`src/address_shared_io_port_defines.svh`:
```
// address_shared_io_port_defines.svh: offsets, reset values and widths of the shared address/io port
// assumes: included by bare name from the package and the design modules
`ifndef ADDRESS_SHARED_IO_PORT_DEFINES_SVH
`define ADDRESS_SHARED_IO_PORT_DEFINES_SVH

// register offsets, lower 20 bits of the full address
`define DECODE_BITS            20
`define PIN_DIRECTION_OFFSET   20'hEE000
`define PIN_LATCH_OFFSET       20'hFFFD0

// port geometry
`define PORT_PINS              8
`define BUS_ADDR_BITS          24
`define MODE_BITS              3

// reset values
`define DIR_RESET_EXPANDED     8'hFF
`define DIR_RESET_OTHER        8'h00
`define LATCH_RESET            8'h00

// read answers
`define DIR_READ_VALUE         8'hFF
`define UNMAPPED_READ_VALUE    8'h00

// operating mode codes
`define MODE_FIRST_EXPANDED    3'h1
`define MODE_LAST_EXPANDED     3'h4
`define MODE_MIXED             3'h5
`define MODE_SINGLE_LOW        3'h6
`define MODE_SINGLE_HIGH       3'h7

// pin input synchroniser depth
`define SYNC_STAGES            3

`endif

```
`src/address_shared_io_port_pkg.sv`:
```
// address_shared_io_port_pkg.sv: types shared by the shared address/io port modules
// assumes: the defines header is on the include path
`default_nettype none
`include "address_shared_io_port_defines.svh"

package address_shared_io_port_pkg;

   typedef logic [`MODE_BITS-1:0] mode_t;

   // how the whole port behaves in a given operating mode
   typedef enum logic [1:0] {
      CLASS_ADDRESS,
      CLASS_MIXED,
      CLASS_SINGLE
   } mode_class_e;

   // what one pin does this cycle
   typedef enum logic [1:0] {
      ROLE_ADDRESS,
      ROLE_INPUT,
      ROLE_OUTPUT
   } pin_role_e;

endpackage : address_shared_io_port_pkg

`default_nettype wire

```
`src/address_shared_io_port.sv`:
```
// address_shared_io_port.sv: 8-bit port shared between the low address byte and generic io
// assumes: mode pins are static and valid while srst is high; addr_low comes from the bus
// controller on mclk; pins are resolved outside from pin_out and pin_oe_n (low = driving)
//
// Implementation choice: the strobed register port.
`default_nettype none
`include "address_shared_io_port_defines.svh"

module address_shared_io_port #(
   parameter int PINS      = `PORT_PINS,
   parameter int ADDR_BITS = `BUS_ADDR_BITS
) (
   input  wire logic                              mclk,
   input  wire logic                              srst,
   input  wire address_shared_io_port_pkg::mode_t mode,
   input  wire logic                              hw_standby,
   input  wire logic                              sw_standby,
   input  wire logic [ADDR_BITS-1:0]              bus_addr,
   input  wire logic [PINS-1:0]                   bus_wdata,
   input  wire logic                              bus_wr,
   input  wire logic                              bus_rd,
   output var  logic [PINS-1:0]                   bus_rdata,
   input  wire logic [PINS-1:0]                   addr_low,
   input  wire logic [PINS-1:0]                   pin_in,
   output var  logic [PINS-1:0]                   pin_out,
   output var  logic [PINS-1:0]                   pin_oe_n,
   output var  logic [PINS-1:0]                   addr_drive
);
   import address_shared_io_port_pkg::*;

   // decode on the low address bits only
   function automatic logic hits(input logic [ADDR_BITS-1:0] a,
                                 input logic [`DECODE_BITS-1:0] offs);
      hits = (a[`DECODE_BITS-1:0] == offs);
   endfunction : hits

   function automatic mode_class_e class_of(input mode_t m);
      unique case (m)
         3'h1, 3'h2, 3'h3, 3'h4: class_of = CLASS_ADDRESS;
         `MODE_MIXED:             class_of = CLASS_MIXED;
         `MODE_SINGLE_LOW,
         `MODE_SINGLE_HIGH:       class_of = CLASS_SINGLE;
         // mode code 0 is not a legal strap; fall back to the safest, single-chip
         default:                 class_of = CLASS_SINGLE;
      endcase
   endfunction : class_of

   function automatic pin_role_e role_of(input mode_class_e c, input logic dir_bit);
      unique case (c)
         CLASS_ADDRESS: role_of = ROLE_ADDRESS;
         CLASS_MIXED:   role_of = dir_bit ? ROLE_ADDRESS : ROLE_INPUT;
         CLASS_SINGLE:  role_of = dir_bit ? ROLE_OUTPUT : ROLE_INPUT;
      endcase
   endfunction : role_of

   function automatic logic [PINS-1:0] dir_reset_of(input mode_class_e c);
      dir_reset_of = (c == CLASS_ADDRESS) ? PINS'(`DIR_RESET_EXPANDED) : PINS'(`DIR_RESET_OTHER);
   endfunction : dir_reset_of

   mode_t            mode_q;
   logic [PINS-1:0]  dir;
   logic [PINS-1:0]  latch;
   logic [PINS-1:0]  next_dir;
   logic [PINS-1:0]  next_latch;
   logic [PINS-1:0]  next_rdata;
   logic [PINS-1:0]  next_pin_out;
   logic [PINS-1:0]  next_oe_n;
   logic [PINS-1:0]  next_addr_drive;
   logic [PINS-1:0]  pin_level;

   wire  mode_class_e cls_live;
   wire  mode_class_e cls;
   wire               hit_dir;
   wire               hit_latch;
   wire               wr_dir;
   wire               wr_latch;
   wire               clear_regs;
   wire  [PINS-1:0]   dir_eff;
   wire  [PINS-1:0]   latch_view;

   pin_level_sync #(
      .WIDTH (PINS)
   ) u_sync (
      .mclk  (mclk),
      .srst  (srst),
      .raw   (pin_in),
      .level (pin_level)
   );

   // mode is a strap: taken while srst is high, held afterwards
   always_ff @(posedge mclk) begin
      if (srst) begin
         mode_q <= mode;
      end
   end

   assign cls_live = class_of(mode);
   assign cls      = class_of(mode_q);

   assign hit_dir    = hits(bus_addr, `PIN_DIRECTION_OFFSET);
   assign hit_latch  = hits(bus_addr, `PIN_LATCH_OFFSET);
   assign wr_dir     = bus_wr & hit_dir & (cls != CLASS_ADDRESS);
   assign wr_latch   = bus_wr & hit_latch;
   assign clear_regs = hw_standby;

   // modes 1 to 4 see ones whatever is stored
   assign dir_eff    = (cls == CLASS_ADDRESS) ? PINS'(`DIR_RESET_EXPANDED) : dir;

   // per bit: latch where configured out, live pin where configured in
   assign latch_view = (latch & dir_eff) | (pin_level & ~dir_eff);

   always_comb begin
      next_dir = dir;  // software standby leaves it alone
      if (clear_regs) begin
         next_dir = dir_reset_of(cls);
      end else if (wr_dir) begin
         next_dir = bus_wdata;
      end
   end

   always_comb begin
      next_latch = latch;  // held through software standby
      if (clear_regs) begin
         next_latch = PINS'(`LATCH_RESET);
      end else if (wr_latch) begin
         next_latch = bus_wdata;
      end
   end

   // read data stand only in the cycle after the strobe
   always_comb begin
      next_rdata = PINS'(`UNMAPPED_READ_VALUE);
      if (bus_rd) begin
         if (hit_dir) begin
            next_rdata = PINS'(`DIR_READ_VALUE);
         end else if (hit_latch) begin
            next_rdata = latch_view;
         end
      end
   end

   // pin roles, one per bit
   genvar gi;
   generate
      for (gi = 0; gi < PINS; gi++) begin : g_pin
         wire pin_role_e role;
         assign role = role_of(cls, dir[gi]);
         always_comb begin
            unique case (role)
               ROLE_ADDRESS: begin
                  next_pin_out[gi]    = addr_low[gi];
                  next_oe_n[gi]       = 1'b0;
                  next_addr_drive[gi] = 1'b1;
               end
               ROLE_OUTPUT: begin
                  next_pin_out[gi]    = latch[gi];
                  next_oe_n[gi]       = 1'b0;
                  next_addr_drive[gi] = 1'b0;
               end
               ROLE_INPUT: begin
                  next_pin_out[gi]    = 1'b0;
                  next_oe_n[gi]       = 1'b1;
                  next_addr_drive[gi] = 1'b0;
               end
            endcase
            // the pins float in hardware standby, whatever the role
            if (hw_standby) begin
               next_pin_out[gi]    = 1'b0;
               next_oe_n[gi]       = 1'b1;
               next_addr_drive[gi] = 1'b0;
            end
            // address bits freeze in software standby; the bus is idle then
            if (sw_standby && (role == ROLE_ADDRESS)) begin
               next_pin_out[gi] = pin_out[gi];
            end
         end
      end
   endgenerate

   // reset values use the live strap since mode_q is loading on the same edge
   always_ff @(posedge mclk) begin
      if (srst) begin
         dir   <= dir_reset_of(cls_live);  // inputs in mode 5 until written
         latch <= PINS'(`LATCH_RESET);
      end else begin
         dir   <= next_dir;
         latch <= next_latch;
      end
   end

   always_ff @(posedge mclk) begin
      if (srst) begin
         bus_rdata <= '0;
      end else begin
         bus_rdata <= next_rdata;
      end
   end

   // registered pins cost one cycle of address latency, accepted for glitch-free outputs
   always_ff @(posedge mclk) begin
      if (srst) begin
         pin_out    <= '0;
         pin_oe_n   <= '1;
         addr_drive <= '0;
      end else begin
         pin_out    <= next_pin_out;
         pin_oe_n   <= next_oe_n;
         addr_drive <= next_addr_drive;
      end
   end

endmodule : address_shared_io_port

`default_nettype wire

```
`src/pin_level_sync.sv`:
```
// pin_level_sync.sv: three-stage synchroniser with agreement filter for the port pins
// assumes: pins change asynchronously to mclk; one bit of output per pin
`default_nettype none
`include "address_shared_io_port_defines.svh"

module pin_level_sync #(
   parameter int WIDTH = `PORT_PINS
) (
   input  wire logic             mclk,
   input  wire logic             srst,
   input  wire logic [WIDTH-1:0] raw,
   output var  logic [WIDTH-1:0] level
);

   logic [WIDTH-1:0] stage1;
   logic [WIDTH-1:0] stage2;
   logic [WIDTH-1:0] stage3;
   wire  [WIDTH-1:0] agree;

   // stage1 feeds stage2 only; the filter looks at stages 2 and 3
   assign agree = ~(stage2 ^ stage3);

   always_ff @(posedge mclk) begin
      stage1 <= raw;
      stage2 <= stage1;
      stage3 <= stage2;
   end

   always_ff @(posedge mclk) begin
      if (srst) begin
         level <= '0;
      end else begin
         level <= (level & ~agree) | (stage3 & agree);
      end
   end

endmodule : pin_level_sync

`default_nettype wire
```
`config.mk`:
```
export PLATFORM = sky130hd
export DESIGN_NAME = address_shared_io_port
export DESIGN_NICKNAME = d
export VERILOG_FILES = /design/src/address_shared_io_port_pkg.sv /design/src/address_shared_io_port.sv /design/src/pin_level_sync.sv
export VERILOG_INCLUDE_DIRS = /design/src
export SDC_FILE = /design/constraint.sdc
export NUM_CORES = 1
export LEC_CHECK = 0
export ABC_AREA = 1
export BUFFER_PORTS_ARGS = -buffer_cell sky130_fd_sc_hd__buf_2
export CORE_MARGIN = 2
export CORE_UTILIZATION = 50
export DETAILED_ROUTE_END_ITERATION = 7
export PLACE_DENSITY = 0.74
export SLEW_MARGIN = 10
export SYNTH_ARGS = -nofsm -noshare
export SYNTH_HDL_FRONTEND = slang
export SYNTH_SLANG_ARGS = --single-unit
```
`constraint.sdc`:
```
create_clock -name mclk -period 2.9 [get_ports mclk]
set_input_delay 0.29 -clock mclk [delete_from_list [all_inputs] [get_ports mclk]]
set_output_delay 0.29 -clock mclk [all_outputs]
set_load 0.01 [all_outputs]
```
# Yosys cells after proc, flatten, opt, wreduce, memory -nomap -nowiden
# Cells that the tools add are included.
[classes] muxes=66 n_shift=0 multipliers=0 bitwise_logic=14 n_reduce_logical=40 n_addsub=0 n_eq_ne=30 magnitude_cmp=0 n_div=0
[ops] op="$mux 8" n=8
[ops] op="$pmux 2 s3" n=8
[ops] op="$eq 20x20->1 const B" n=2
[ops] op="$reduce_or 2->1" n=18
[ops] op="$and 8x8->8" n=4
[ops] op="$pmux 1 s2" n=16
[ops] op="$not 8->8" n=3
[ops] op="$pmux 1 s3" n=8
[ops] op="$logic_not 2->1" n=10
[ops] op="$eq 2x1->1 const B" n=9
[ops] op="$eq 2x2->1 const B" n=9
[ops] op="$mux 1" n=16
[ops] op="$mux 2" n=8
[ops] op="$or 8x8->8" n=2
[ops] op="$eq 3x2->1 const B" n=4
[ops] op="$eq 3x3->1 const B" n=4
[ops] op="$logic_and 1x1->1" n=8
[ops] op="$pmux 2 s2" n=2
[ops] op="$reduce_or 4->1" n=2
[ops] op="$xor 8x8->8" n=1
[ops] op="$eq 3x1->1 const B" n=2
[ops] op="$and 1x1->1" n=3
[ops] op="$reduce_bool 3->1" n=1
[ops] op="$reduce_bool 2->1" n=1
[ops] op="$not 1->1" n=1
[word_totals] rom_bits=0 elab_cells=168 regBits=83 latchBits=0 out_inout_bits=32 mem_count=0 ram_bits=0

# Logic depth before layout (Yosys ltp)
# Gate-level depths: netlist of the first run.
[depth] word_depth=10 ltp_mapped=9 ltp_nobuf=8

# Cells and area by module
# Synthesis of the first run repeated with hierarchy kept, for this count alone.
[unflattened] hier_cells=374 area_unflattened_um2=3176.8
[modules_own_cells] mod="address_shared_io_port" instances=1 seq_area_each_um2=1131.1 cells_each=317 area_each_um2=2422.3
[modules_own_cells] mod="pin_level_sync" instances=1 seq_area_each_um2=640.6 cells_each=57 area_each_um2=754.5

# Worst setup path after synthesis of the first run
# OpenSTA, ideal clock, no wires.
[synth_timing] kind="reg2reg" start="reg mode_q[0]" end="reg dir[0], enable pin" period_less_slack_ps=1987 t_required_ps=2516 arrival_time_ps=1603 n_path_buf=2 setup_slack_ps=913 stages_incl_launch_ff=6 cell_sequence="edfxtp_1 buf_4 o21bai_4 buf_2 nand3_1 o21ai_0"
[synth_via] elab_chain_len=6
[synth_rtl] element="start, declared" line_no="address_shared_io_port.sv:60" rtl="mode_t mode_q;"
[synth_rtl] element="start signal, assigned" line_no="address_shared_io_port.sv:93" rtl="mode_q <= mode;"
[synth_rtl] element="$eq 3x1->1, or another cell as far along" line_no="address_shared_io_port.sv:38" rtl="unique case (m)"
[synth_rtl] element="$reduce_or 4->1" line_no="address_shared_io_port.sv:38"
[synth_rtl] element="$pmux 2 s2 (*)" line_no="address_shared_io_port.sv:38"
[synth_rtl] element="$reduce_bool 2->1 (*)" line_no="address_shared_io_port.sv:102" rtl="assign wr_dir = bus_wr & hit_dir & (cls != CLASS_ADDRESS);"
[synth_rtl] element="$and 1x1->1 (*)" line_no="address_shared_io_port.sv:102"
[synth_rtl] element="$reduce_bool 3->1 (no source line) (*)"
[synth_rtl] element="end signal, assigned" line_no="address_shared_io_port.sv:183" rtl="dir <= dir_reset_of(cls_live);"
[synth_rtl] element="end signal, assigned" line_no="address_shared_io_port.sv:186" rtl="dir <= next_dir;"
[synth_rtl] element="end, declared" line_no="address_shared_io_port.sv:61" rtl="logic [PINS-1:0] dir;"
# Every way passes the cells marked *; elsewhere a longest branch is shown, timed or not.
# A chain may end at the register's enable or synchronous reset.

# Worst setup path after layout of the first run
[layout_timing] start="reg mode_q[0]" end="reg dir[4], enable pin"
# Same word-level chain as after synthesis.

==> results of run 1 <==
[cells in the mapped netlist]
library cell   n  area, sq um
a21oi_1       28          140
nand2_1       88          330
nand2_2        1         6.26
nand4_1       16          100
nand3_1       38          190
o21bai_4       1         18.8
nor2_2         1         6.26
nand3_2        4         40.0
nor3_1         4         20.0
edfxtp_1      11          330
clkbuf_1       4         15.0
nor2_1        40          150
inv_1         45          169
buf_2          3         15.0
dfxtp_1       72         1440
inv_4          1         6.26
nand3b_1       6         45.0
o21ai_1        1         5.00
o21ai_0       14         70.1
buf_4          2         15.0
inv_2          2         7.51
buf_6          4         45.0
nand2_4        1         11.3
nor4_1         1         6.26
nand3_4        1         17.5
[critical path, delay by kind of cell (launching register included)]
family,cells,cell delay (ps)
AOI/OAI and AO/OA,2,800
buffers and inverters,1,190
and+or+nand+nor,1,120
DFF,1,530
[how the worst max path moves through the flow]
stage	start	end	slack, ps	cells past startpoint
2_1_floorplan	mode_q[0]$_DFFE_PP_	dir[0]$_DFFE_PP_	910	5
3_3_place_gp	bus_addr[10]	dir[4]$_DFFE_PP_	1020	7
3_5_place_dp	mode_q[0]$_DFFE_PP_	dir[4]$_DFFE_PP_	990	4
4_1_cts	mode_q[0]$_DFFE_PP_	dir[4]$_DFFE_PP_	970	4
5_1_grt	mode_q[0]$_DFFE_PP_	pin_out[7]$_SDFFE_PP0N_	840	7
6_report	mode_q[0]$_DFFE_PP_	dir[4]$_DFFE_PP_	960	4
[per-stage QoR]
step / area, sq um / hold slack, ps / power (mW) / std cells / util [%]
after floorplan: 3200 / 310 / 1.45 / 389 / -
after global placement: 3660 / 310 / 1.54 / 541 / 58.3
after detailed placement: 3660 / 312 / 1.55 / 541 / 58.3
after CTS: 3830 / 24.5 / 2.27 / 557 / 61.1
after global routing: 3830 / 19.5 / 2.37 / 557 / 61.1
final: 3830 / 38.2 / 2.26 / 557 / 61.1
[area by class of cell]
class                           count  area [sq um]  share of cell area [%]
Sequential cell                    83          1770                    46.2
Multi-Input combinational cell    245          1160                    30.2
Timing Repair Buffer               88           450                    11.8
Inverter                           48           183                    4.77
Clock buffer                        9           124                    3.23
Tap cell                           77          96.3                    2.51
Clock inverter                      7          50.0                    1.31
[per-layer routing]
layer / part of all wire [%] / vias to the layer above / wire, microns
met4: 2.0 / 0 / 138
met2: 48 / 103 / 3340
met1: 43 / 1228 / 2990
met5: 0 / - / 0
li1: - / 1437 / -
met3: 7.4 / 11 / 519
[sequential cells by signal (all words and copies together) (netlist names), named ones only]
signal	cells
bus_rdata	8
mode_q	3
pin_out	8
u_sync.stage2	8
u_sync.stage3	8
u_sync.stage1	8
latch	8
pin_oe_n	8
addr_drive	8
dir	8
[power by group]
| group | switching, mW | total, mW | internal, mW |
|---|---|---|---|
| logic | 0.166 | 0.266 | 0.0999 |
| registers | 0.0328 | 1.26 | 1.23 |
| clock network | 0.421 | 0.737 | 0.316 |
[cells by family after synthesis]
kind of cell	after synthesis	share of synthesized area, %
compound gates	44	7.31
buf+inv	61	8.52
flops	83	55.3
simple gates	201	28.8
==> results_dict.tcl, run 1 <==
set metrics [dict create \
    hold_end "u_sync.stage1[2]$_DFF_P_" \
    gp_congestion 0.880 \
    critPathMaxStageDelay_ps 550 \
    clk_pin_slew_ps 90 \
    syn_nets 446 \
    drv_slew 0 \
    cts-resized-gates 0 \
    setup_slack_ps 959 \
    drive_gt1_share_pct 24.2 \
    antenna_found_initial 0 \
    core_area_sq_um 6280 \
    grt_pass1_wl_microns 11600 \
    layout.nets 532 \
    maxCapViolations 0 \
    grt_use_met1_pct 25.6 \
    antenna_left 0 \
    fin_setup_tns_ps 0 \
    critPathMaxFanout 23 \
    hp-start "pin_in[2]" \
    hold_viol 0 \
    r2r_setup_slack_ps 960 \
    cts_tree "built" \
    fillers 585 \
    overflow 0 \
    clk_latency_ps 350 \
    r2r_start "mode_q[0]$_DFFE_PP_" \
    hold_path_class "primary input to flip-flop" \
    skew_ps 14.0 \
    numPortBuffers 84 \
    netlist_area_sq_um 3200 \
    die_w_microns 84.0 \
    htree_levels 3 \
    root_buffer "clkbuf_8" \
    syn2layout_area_growth_pct 19.7 \
    outcome "completed" \
    grt.busiest_layer "met2" \
    yosysWarningCount 0 \
    tightestPinTransition_ps 824 \
    seq_area_frac_synth_pct 55.3 \
    rows 29 \
    final.min_clock_period_ps 1940 \
    hold_path_depth 1 \
    crit_chain "o21bai_4 > nand3_1 > o21ai_0 > buf_4" \
    grt_pass1_vias 2537 \
    grt_usage_pct 20.6 \
    setup.worst_path.end_class "flip-flop" \
    r2r-end "dir[4]$_DFFE_PP_" \
    ff2ff_path_depth 4 \
    cp.required_ps 2960 \
    clock.fmax_mhz 515 \
    dr.pass1.iters 4 \
    num_antenna_cells 0 \
    via_count 2779 \
    ys_seq_elements 83 \
    grt_max_degree 24 \
    layout_commonest_cell "nand2_1" \
    clk_path_buf_depth 2 \
    hpwl_microns 5280 \
    period_share_pct 66.9 \
    most-common-layout-cells "88 x nand2_1, 84 x buf_2, 72 x dfxtp_1, 45 x inv_1, 40 x nor2_1" \
    cts_setup_buffers 0 \
    pre_cts_ws_ps 992 \
    leakage_nw 1.85 \
    start_kind "flip-flop" \
    cts_made_buffers 9 \
    syn_avg_cell_area_sq_um 8.23 \
    post_drt_wl_per_cell_microns 12.6 \
    crit_type "flip-flop to flip-flop" \
    timing.slew.headroom_pct 44.9 \
    vias_per_cell 4.99 \
    powerDensity_nw_per_um2 591 \
    drt_iter0_drc 141 \
    setup_viol 0 \
    grt_setup_unrepaired "false" \
    ctsHoldBuffers 0 \
    grt_util_met3_pct 4.95 \
    io_pins 89 \
    start_util_pct 51.0 \
    ir_worst_vdd_v 0.000548 \
    routed_wl_microns 6990 \
    crit_path_top_delay_cell "o21bai_4" \
    die-area_sq_um 7060 \
    grt_use_met2_pct 35.3 \
    drc 0 \
    die_h_microns 84.0 \
    synth_cell_types 25 \
    crit_arrival_ps 2000 \
    postSynthCellCount 389 \
    cts.sinks 83 \
]
(Power assumes the default switching activity.)
==> run 2: changes to the inputs <==
- clock period: 2.9 -> 1.99 ns (I/O delays scaled with it)
==> run 2 against run 1 <==
  * Global-route usage up 0.14 points
  * Power up 48%
  * Maximum frequency up 4.2%
  * Design area up 3.0%
  * Combinational power up 52%
  * First-iteration DRC count down 12%
  * Worst setup slack worse by 830 ps
  * Sequential share of layout area down 1.3 points
  * Core utilization up 1.8 points
  * Critical path depth unchanged
  * Via count up 1.7%
==> results_dict.tcl, run 2 (synthesis gave the netlist of run 1 again) <==
set metrics [dict create \
    num_antenna_cells 0 \
    clk_path_buf_depth 2 \
    die-area_sq_um 7060 \
    crit_chain "o21bai_4 > nand3_1 > o21ai_0 > buf_4" \
    clock.fmax_mhz 537 \
    critPathMaxFanout 23 \
    hold_end "mode_q[2]$_DFFE_PP_" \
    ir_worst_vdd_v 0.000574 \
    r2r-end "dir[2]$_DFFE_PP_" \
    die_w_microns 84.0 \
    start_util_pct 51.0 \
    maxCapViolations 0 \
    period_share_pct 93.6 \
    htree_levels 3 \
    crit_path_top_delay_cell "o21bai_4" \
    fin_area_sq_um 3950 \
    placed_cell_area_sq_um 3680 \
    hold_viol 0 \
    via_count 2827 \
    hold_path_class "primary input to flip-flop" \
    drv_slew 0 \
    antenna_left 0 \
    hpwl_microns 5280 \
    critPathBufInv 1 \
    final.min_clock_period_ps 1860 \
    most-common-layout-cells "88 x nand2_1, 84 x buf_2, 72 x dfxtp_1, 45 x inv_1, 40 x nor2_1" \
    syn2layout_area_growth_pct 23.3 \
    setup.worst_path.end_class "flip-flop" \
    cts_tree "built" \
    ff2ff_path_depth 4 \
    antenna_found_initial 0 \
    drt_iter0_drc 124 \
    setup_viol 0 \
    overflow 0 \
    clk_pin_slew_ps 80 \
    gp_congestion 0.868 \
    fin_setup_tns_ps 0 \
    drc 0 \
    cts.sinks 83 \
    critPathMaxStageDelay_ps 550 \
    dr.pass1.iters 4 \
    routed_wl_microns 7060 \
    die_h_microns 84.0 \
    cts-resized-gates 0 \
    clk_latency_ps 350 \
    crit_type "flip-flop to flip-flop" \
    start_kind "flip-flop" \
    core_area_sq_um 6280 \
    vias_per_cell 4.98 \
    layout_commonest_cell "nand2_1" \
    ctsHoldBuffers 8 \
    grt_max_degree 24 \
    total_power_mw 3.36 \
    rows 29 \
    post_drt_wl_per_cell_microns 12.4 \
    layout.nets 543 \
    powerDensity_nw_per_um2 851 \
    crit_arrival_ps 1930 \
    leakage_nw 1.91 \
    hp-start "mode[2]" \
    cts_setup_buffers 0 \
    dr_wl_met3_microns 517 \
    drive_gt1_share_pct 24.2 \
    timing.slew.headroom_pct 58.4 \
    cp_top_family "compound AO/OA/AOI/OAI gates" \
    wl_met2_microns 3450 \
    hold_path_depth 1 \
    skew_ps 7.18 \
    root_buffer "clkbuf_8" \
    grt_setup_unrepaired "false" \
    io_pins 89 \
    cp.required_ps 2060 \
    highest_layer "met4" \
    grt_usage_pct 20.8 \
    numPortBuffers 84 \
    grt_pass1_wl_microns 11700 \
    grt_pass1_vias 2638 \
    r2r_start "mode_q[1]$_DFFE_PP_" \
    outcome "completed" \
    tightestPinTransition_ps 622 \
    wl_met1_microns 2980 \
    r2r_setup_slack_ps 130 \
    cts_made_buffers 9 \
]
[run 2: area by class of cell]
class                           instances  area, sq um
Tap cell                               77         96.3
Sequential cell                        83         1770
Clock inverter                          6         48.8
Timing Repair Buffer                   99          553
Clock buffer                           10          138
Multi-Input combinational cell        245         1160
Inverter                               48          183
Fill cell                             566         2330
[run 2: worst register-to-register path: cells and delay by family, from the launching register on]
family | cells | cell delay (ps)
DFF | 1 | 450
and+or+nand+nor | 1 | 130
buffers and inverters | 1 | 190
AOI/OAI and AO/OA | 2 | 820
[run 2: worst max path at each step]
stage | start | endpoint | slack (ps) | cells past startpoint
detailed placement | mode_q[1]$_DFFE_PP_ | dir[7]$_DFFE_PP_ | 150 | 4
CTS | mode_q[1]$_DFFE_PP_ | dir[2]$_DFFE_PP_ | 130 | 4
floorplan | mode_q[0]$_DFFE_PP_ | dir[0]$_DFFE_PP_ | 3 | 5
global route | mode_q[1]$_DFFE_PP_ | pin_out[5]$_SDFFE_PP0N_ | 20 | 7
global placement | mode_q[1]$_DFFE_PP_ | dir[1]$_DFFE_PP_ | 200 | 4
finish | mode_q[1]$_DFFE_PP_ | dir[2]$_DFFE_PP_ | 130 | 4
[run 2: per-layer routing]
metal	global-route usage [%]	up-vias
met1	25.0	1261
li1	-	1450
met3	5.84	12
met4	6.74	0
met2	35.7	104
met5	0	-
[run 2: metrics by stage]
stage	util, %	instances	setup slack [ps]	hold WS [ps]
after floorplan	-	389	2.82	227
after global placement	58.6	544	197	301
after detailed placement	58.6	544	149	303
after CTS	62.9	568	133	37.5
after global routing	62.9	568	24.9	36.8
final	62.9	568	128	45.1
[run 2: where the power goes]
part           internal, mW  switching, mW
clock network         0.501          0.622
registers              1.79         0.0450
logic                 0.158          0.245
